[src/common/dds_mod_pkg.sv]
package dds_mod_pkg;
	// ****************************************
	// widths and layout
	// ****************************************
	localparam int ACC_W = 48;
	localparam int REG_W = 8;
	localparam int ADDR_W = 4;
	localparam int OUT_W = 14;
	localparam int NUM_BYTES = 6;
	// register addresses on the parallel port
	localparam logic [3:0] ADDR_CENTER_BASE = 4'h0;
	localparam logic [3:0] ADDR_OFFSET_BASE = 4'h6;
	localparam logic [3:0] ADDR_CONTROL = 4'hD;
	localparam logic [3:0] ADDR_UPDATE = 4'hF;
	// control bit that lets the accumulator run
	localparam int CTRL_ACC_RUN_BIT = 5;
	localparam logic [7:0] CTRL_RESET = 8'h20;
	// center word resets to a quarter of the clock rate
	localparam logic [47:0] CENTER_RESET = 48'h4000_0000_0000;
	localparam logic [47:0] OFFSET_RESET = 48'h0000_0000_0000;
	// ****************************************
	// timing
	// ****************************************
	// total pin-to-output delay in clock cycles
	localparam int PIN_LATENCY = 14;
	// two-stage pin synchroniser
	localparam int SYNC_STAGES = 2;
	// cycles from the end of the pad pipeline to the accumulator/phase stage output
	localparam int CORE_STAGES = 3;
	// padding so the total matches PIN_LATENCY
	localparam int PAD_STAGES = PIN_LATENCY - SYNC_STAGES - CORE_STAGES;
endpackage : dds_mod_pkg

[src/rtl/dds_modulation_control.sv]
// Summary of operation
// - center alone when gate low, plus offset high
// - gate pin reaches output fourteen cycles later
// - gate path pipelined, toggles every cycle
// - one write strobe per eight-bit register
// - phase pins pipelined, toggles every cycle
// - control bit five low zeroes accumulator
// - phase pins add 0/90/180/270 degree offset
// - gate pin passes or zeroes offset word
// - gate, phase, update pins get synchronisers
`timescale 1ns/1ps
module dds_modulation_control
	import dds_mod_pkg::*;
(
	input wire logic I_CORE_CLK, // master clock, 10 MHz
	input wire logic I_RST_N, // synchronous reset, active low
	input wire logic I_OFFSET_FREQ_GATE_PIN, // high adds offset word
	input wire logic I_PHASE_SELECT_LSB, // phase select bit 0
	input wire logic I_PHASE_SELECT_MSB, // phase select bit 1
	input wire logic I_UPDATE, // master-to-active transfer pin
	input wire logic I_WR, // write strobe, one cycle per byte
	input wire logic I_WE_N, // write enable, active low
	input wire logic [3:0] I_ADDR, // register address
	input wire logic [7:0] I_DATA, // register data
	output logic [47:0] O_PHASE, // accumulator plus phase offset
	output logic [13:0] O_SAMPLE_PHASE // top bits fed to the sine lookup
);
	// ****************************************
	// parallel write port
	// ****************************************
	logic [47:0] center_master;
	logic [47:0] offset_master;
	logic [7:0] control_master;
	logic [47:0] center_word;
	logic [47:0] offset_word;
	logic [7:0] control_word;
	logic [SYNC_STAGES-1:0] sync_update;
	logic update_prev;
	wire write_hit = I_WR && !I_WE_N;
	wire update_pin_rise = sync_update[SYNC_STAGES-1] && !update_prev;
	wire update_reg_write = write_hit && (I_ADDR == ADDR_UPDATE);
	wire do_update = update_pin_rise || update_reg_write;

	// byte lane decode, used for both frequency words
	function automatic logic lane_hit(input logic [3:0] addr, input logic [3:0] base,
		input int idx);
		return addr == (base + idx[3:0]);
	endfunction : lane_hit

	// each strobe loads at most one byte of one master register
	genvar g;
	generate
		for (g = 0; g < NUM_BYTES; g++) begin : g_lane
			always_ff @(posedge I_CORE_CLK) begin
				if (!I_RST_N) begin
					center_master[g*REG_W +: REG_W] <= CENTER_RESET[g*REG_W +: REG_W];
					offset_master[g*REG_W +: REG_W] <= OFFSET_RESET[g*REG_W +: REG_W];
				end else if (write_hit) begin
					if (lane_hit(I_ADDR, ADDR_CENTER_BASE, g)) begin
						center_master[g*REG_W +: REG_W] <= I_DATA;
					end
					if (lane_hit(I_ADDR, ADDR_OFFSET_BASE, g)) begin
						offset_master[g*REG_W +: REG_W] <= I_DATA;
					end
				end
			end
		end
	endgenerate

	// control byte master copy; it goes live only on an update
	always_ff @(posedge I_CORE_CLK) begin
		if (!I_RST_N) begin
			control_master <= CTRL_RESET;
		end else if (write_hit && I_ADDR == ADDR_CONTROL) begin
			control_master <= I_DATA;
		end
	end

	// active copies; writes faster than clock/2 are the writer's problem
	always_ff @(posedge I_CORE_CLK) begin
		if (!I_RST_N) begin
			center_word <= CENTER_RESET;
			offset_word <= OFFSET_RESET;
			control_word <= CTRL_RESET;
		end else begin
			if (do_update) begin
				center_word <= center_master;
				offset_word <= offset_master;
				control_word <= control_master;
			end
		end
	end

	// ****************************************
	// pin synchronisers
	// ****************************************
	logic [SYNC_STAGES-1:0] sync_gate;
	logic [SYNC_STAGES-1:0] sync_ph0;
	logic [SYNC_STAGES-1:0] sync_ph1;

	// gate pin; the first stage is read only by the second
	always_ff @(posedge I_CORE_CLK) begin
		if (!I_RST_N) begin
			sync_gate <= '0;
		end else begin
			sync_gate <= {sync_gate[SYNC_STAGES-2:0], I_OFFSET_FREQ_GATE_PIN};
		end
	end

	// phase select low bit
	always_ff @(posedge I_CORE_CLK) begin
		if (!I_RST_N) begin
			sync_ph0 <= '0;
		end else begin
			sync_ph0 <= {sync_ph0[SYNC_STAGES-2:0], I_PHASE_SELECT_LSB};
		end
	end

	// phase select high bit
	always_ff @(posedge I_CORE_CLK) begin
		if (!I_RST_N) begin
			sync_ph1 <= '0;
		end else begin
			sync_ph1 <= {sync_ph1[SYNC_STAGES-2:0], I_PHASE_SELECT_MSB};
		end
	end

	// update pin
	always_ff @(posedge I_CORE_CLK) begin
		if (!I_RST_N) begin
			sync_update <= '0;
		end else begin
			sync_update <= {sync_update[SYNC_STAGES-2:0], I_UPDATE};
		end
	end

	// edge memory reads only the last stage; resets to the idle low level
	always_ff @(posedge I_CORE_CLK) begin
		if (!I_RST_N) begin
			update_prev <= 1'b0;
		end else begin
			update_prev <= sync_update[SYNC_STAGES-1];
		end
	end

	// ****************************************
	// pad pipeline, one bit per cycle so every toggle survives
	// ****************************************
	logic [PAD_STAGES-1:0] pad_gate;
	logic [PAD_STAGES-1:0] pad_ph0;
	logic [PAD_STAGES-1:0] pad_ph1;

	// a plain shift keeps order and allows a change on every edge
	always_ff @(posedge I_CORE_CLK) begin
		if (!I_RST_N) begin
			pad_gate <= '0;
		end else begin
			pad_gate <= {pad_gate[PAD_STAGES-2:0], sync_gate[SYNC_STAGES-1]};
		end
	end

	// phase low bit delay; costs flops but never drops a toggle
	always_ff @(posedge I_CORE_CLK) begin
		if (!I_RST_N) begin
			pad_ph0 <= '0;
		end else begin
			pad_ph0 <= {pad_ph0[PAD_STAGES-2:0], sync_ph0[SYNC_STAGES-1]};
		end
	end

	// phase high bit delay, kept in step with the low bit
	always_ff @(posedge I_CORE_CLK) begin
		if (!I_RST_N) begin
			pad_ph1 <= '0;
		end else begin
			pad_ph1 <= {pad_ph1[PAD_STAGES-2:0], sync_ph1[SYNC_STAGES-1]};
		end
	end

	// ****************************************
	// frequency word, accumulator and phase offset
	// ****************************************
	logic [47:0] step_word;
	logic [47:0] accum;
	logic [1:0] phase_sel_d;
	logic [1:0] phase_sel_q;
	wire gate_late = pad_gate[PAD_STAGES-1];
	wire acc_run = control_word[CTRL_ACC_RUN_BIT];
	wire [47:0] gated_offset = gate_late ? offset_word : '0;
	wire [47:0] next_step = center_word + gated_offset;
	wire [47:0] next_accum = acc_run ? accum + step_word : '0;
	wire [1:0] phase_sel = {pad_ph1[PAD_STAGES-1], pad_ph0[PAD_STAGES-1]};
	// quarter turns map straight onto the top two phase bits
	wire [47:0] phase_add = {phase_sel_q, {(ACC_W-2){1'b0}}};

	// stage 1: step word; stages 1 to 3 together match CORE_STAGES
	always_ff @(posedge I_CORE_CLK) begin
		if (!I_RST_N) begin
			step_word <= '0;
		end else begin
			step_word <= next_step;
		end
	end

	// stage 2: accumulate, or hold at zero while parked
	always_ff @(posedge I_CORE_CLK) begin
		if (!I_RST_N) begin
			accum <= '0;
		end else begin
			accum <= next_accum;
		end
	end

	// phase code delayed two cycles to line up with the accumulator
	always_ff @(posedge I_CORE_CLK) begin
		if (!I_RST_N) begin
			phase_sel_d <= '0;
			phase_sel_q <= '0;
		end else begin
			phase_sel_d <= phase_sel;
			phase_sel_q <= phase_sel_d;
		end
	end

	// stage 3: phase add; both outputs come from the same sum
	always_ff @(posedge I_CORE_CLK) begin
		if (!I_RST_N) begin
			O_PHASE <= '0;
			O_SAMPLE_PHASE <= '0;
		end else begin
			O_PHASE <= accum + phase_add;
			O_SAMPLE_PHASE <= next_sample(accum + phase_add);
		end
	end

	// top bits of a phase word
	function automatic logic [13:0] next_sample(input logic [47:0] p);
		return p[ACC_W-1 -: OUT_W];
	endfunction : next_sample
endmodule : dds_modulation_control

[config.mk]
export PLATFORM = sky130hd
export DESIGN_NAME = dds_modulation_control
export DESIGN_NICKNAME = d
export VERILOG_FILES = /design/src/common/dds_mod_pkg.sv /design/src/rtl/dds_modulation_control.sv
export SDC_FILE = /design/constraint.sdc
export NUM_CORES = 1
export LEC_CHECK = 0
export BUFFER_PORTS_ARGS = -buffer_cell sky130_fd_sc_hd__buf_2
export CAP_MARGIN = 40
export CORE_ASPECT_RATIO = 0.8
export CORE_MARGIN = 8
export CORE_UTILIZATION = 50
export CTS_BUF_LIST = sky130_fd_sc_hd__clkbuf_16
export CTS_CLUSTER_DIAMETER = 50
export DETAILED_ROUTE_END_ITERATION = 8
export GPL_ROUTABILITY_DRIVEN = 0
export PLACE_DENSITY = 0.63
export SYNTH_ARGS = -nofsm -noshare
export SYNTH_HDL_FRONTEND = slang
export SYNTH_SLANG_ARGS = --single-unit
[constraint.sdc]
create_clock -name I_CORE_CLK -period 3.9 [get_ports I_CORE_CLK]
set_clock_uncertainty 0.05 [all_clocks]
set_input_delay 0.39 -clock I_CORE_CLK [delete_from_list [all_inputs] [get_ports I_CORE_CLK]]
set_output_delay 0.39 -clock I_CORE_CLK [all_outputs]
set_load 0.02 [all_outputs]
==> results.py <==
metrics = {
    "setup_path": {
        "start_kind": "flop",
        "crit_fanout": 16,
        "r2r-end": "step_word[38]",
        "worstSetupPathType": "reg2reg",
        "reg2reg_depth": 12,
        "cp.required_ns": 4.29,
        "cp.arrival_ns": 3.85,
        "crit_path_start": "pad_gate[8]",
        "rrSetupSlack_ns": 0.44,
        "rr_startpoint": "pad_gate[8]",
        "endpoint_kind": "flop",
    },
    "timing": {
        "rsz0062_at_grt": "false",
        "worst_pin_slew_ns": 1.23,
        "max_clock_freq_mhz": 289,
        "setup_viol": 0,
        "slew_headroom_pct": 18.3,
        "min_period_ns": 3.46,
        "hold_ws_ns": 0.263,
        "setup_tns_ns": 0,
        "finalHoldViolations": 0,
        "period_share_pct": 88.8,
        "maxSlewViolCount": 0,
    },
    "power_and_ir_drop": {
        "vdd_drop_max_mv": 0.252,
        "leakage_nw": 8.60,
        "power.internal_mw": 6.00,
        "seqPwrFrac_pct": 50.4,
        "sw_frac_of_total_pct": 22.3,
        "power_switching_mw": 1.72,
        "power_density_mw_per_mm2": 391,
        "combPwrFrac_pct": 3.1,
        "finalPower_mw": 7.72,
        "power.share.clock_pct": 46.5,
    },
    "synth": {
        "synth_area_per_cell_sq_um": 8.98,
        "yosysSeqAreaShare_pct": 42.6,
        "synthCells": 1979,
        "syn_area_sq_mm": 0.0178,
        "yosysMostFrequentCell": "dfxtp_1",
        "synthTopCellsByCount": "dfxtp_1, nand2_1, and2_1, a21boi_0, a21oi_1",
        "synth_edf_count": 0,
        "synth_nets": 2096,
        "async_reset_ff_share_pct": 0,
        "yosysUniqueCellTypes": 76,
        "synth_flop_cell": "dfxtp_1",
        "yosys-top-cells-area": "dfxtp_1, ha_1, and2_1, nand2_1, mux2i_1",
        "yosysWarnings": 0,
        "synth-seq-cells": 378,
        "synth_top_area_cell": "dfxtp_1",
        "synth_top_area_share_pct": 42.6,
    },
    "final_layout": {
        "layout-drive-gt1-share_pct": 8.71,
        "nets": 2119,
        "fillers": 3244,
        "syn2layout_area_growth_pct": 11.0,
    },
    "worst_hold_path": {
        "worstHoldPathCells": 3,
        "whs_endpoint": "center_master[2]",
        "hp-class": "in2reg",
        "hp-start": "I_DATA[2]",
    },
    "routing": {
        "wl_met1_microns": 21700,
        "routedWlPerCell_microns": 16.0,
        "met2_length_microns": 15400,
        "viasPerCell": 5.23,
        "drt_iter0_markers": 792,
        "vias": 13100,
        "drcViolationCount": 0,
        "detail-route-antenna-nets": 0,
        "top_layer_used": "met4",
        "drt-total-wl_microns": 40100,
        "drt_first_pass_iters": 5,
        "dr_wl_met3_microns": 2400,
    },
    "floorplan": {
        "num_io_pins": 82,
        "start_util_pct": 51.0,
        "die_h_microns": 185,
        "core_sq_mm": 0.0349,
        "die_area_sq_mm": 0.0419,
        "die_w_microns": 227,
        "core.rowCount": 61,
    },
    "clock_tree": {
        "cts_max_level": 2,
        "cts_root_buf": "clkbuf_16",
        "clkTransAtPathRegs_ns": 0.06,
        "clk_path_buf_depth": 3,
        "cts_sinks": 378,
        "cts_tree": "built",
        "numCtsBuffers": 40,
        "clk-insertion-delay-late_ns": 0.55,
        "cts-resized-gates": 0,
    },
    "global_route": {
        "grt_pass1_wl_microns": 64800,
        "grt_max_degree": 280,
        "grt_util_all_layers_pct": 19.0,
        "antenna_found_initial": 1,
        "grt_pass1_vias": 12100,
        "gr-total-overflow": 0,
    },
    "flow_run": {
        "max-cap-violations": 0,
    },
    "placement": {
        "detailed_place_hpwl_microns": 28100,
        "portBuffers": 81,
    },
    "run_status": {
        "status": "finished, final reports clean",
    },
}
[logic make-up (layout without fill, tap and decap cells)]
logic type,Yosys count,in the layout,synth area share [%]
AO/OA/AOI/OAI,426,426,16.2
XOR/XNOR,83,83,4.09
adder cells (fa/ha/maj),97,97,6.91
buffers and inverters,142,194,3.48
flip-flops,378,378,42.6
multiplexers,92,92,5.18
other,0,1,0
AND/OR/NAND/NOR,761,761,21.6
[worst max-delay path by stage]
stage                     to  slack (ns)  cells past startpoint
2_1_floorplan  step_word[47]        0.80                     14
3_3_place_gp   step_word[38]        0.48                     12
3_5_place_dp   step_word[38]        0.44                     12
4_1_cts        step_word[38]        0.43                     12
5_1_grt        step_word[46]        0.15                     12
6_report       step_word[38]        0.44                     12
[power groups by stage]
stage / clock, mW / sequential (mW) / combinational, mW
after floorplan: 0 / 3.98 / 0.156
after global placement: 0 / 3.98 / 0.232
after detailed placement: 0 / 3.98 / 0.235
after CTS: 3.69 / 3.89 / 0.239
after global routing: 3.87 / 3.89 / 0.258
final: 3.59 / 3.89 / 0.237
[through the flow]
stage          instance area, sq um  worst slack [ns]  cells  utilization, %
2_1_floorplan                 17800             0.803   1979               -
3_3_place_gp                  18400             0.483   2427            52.8
5_1_grt                       19700             0.146   2503            56.6
3_5_place_dp                  18400             0.439   2428            52.9
6_report                      19700             0.437   2504            56.6
4_1_cts                       19700             0.432   2503            56.6
[cell type report]
type,count,area [sq um],area share [%]
antenna,1,2.50,0.0127
clock buffer,40,1000,5.07
clock inverter,31,250,1.27
inverter,21,78.8,0.399
multi-input combinational,1459,9600,48.7
sequential,378,7570,38.3
tap,472,591,2.99
timing repair buffer,102,642,3.25
[routing by layer]
layer | GRT usage [%] | vias up
li1 | - | 6802
met1 | 30.2 | 5947
met2 | 25.9 | 300
met3 | 2.97 | 58
met4 | 4.51 | 0
met5 | 0 | -
[flip-flops by register name (all words and copies together) (netlist names), 48 cells and up]
signal and count:
center_master 48, center_word 48, O_PHASE 48, accum 48, step_word 48, offset_word 48
offset_master 48
[worst max-delay path: stages, from the launching register on]
cell	delay (ns)
dfxtp_1	0.61
and2_1	0.20
ha_1	0.18
fa_1	0.24
a21oi_1	0.09
o21ai_0	0.29
a21oi_1	0.17
nor4b_2	0.44
o2111ai_1	0.25
a21oi_1	0.33
o21ai_0	0.16
a21oi_1	0.16
and3b_1	0.18
[what timing repair did]
item                                    4_1_cts  5_1_grt
endpoints found under the hold margin         4        0
hold buffers                                  4        0
endpoints found under the setup margin        0        0
buffers inserted                              0        0
[placed cells by master (no fill, tap or decap), drive strengths merged, types with 57 or more instances in the layout]
cell type,count
a21boi,109
a21o,57
a21oi,107
and2,180
buf,98
dfxtp,378
ha,95
mux2i,92
nand2,274
nor2,94
nor2b,96
o21ai,61
No activity file was read; power rests on OpenSTA's default activity.
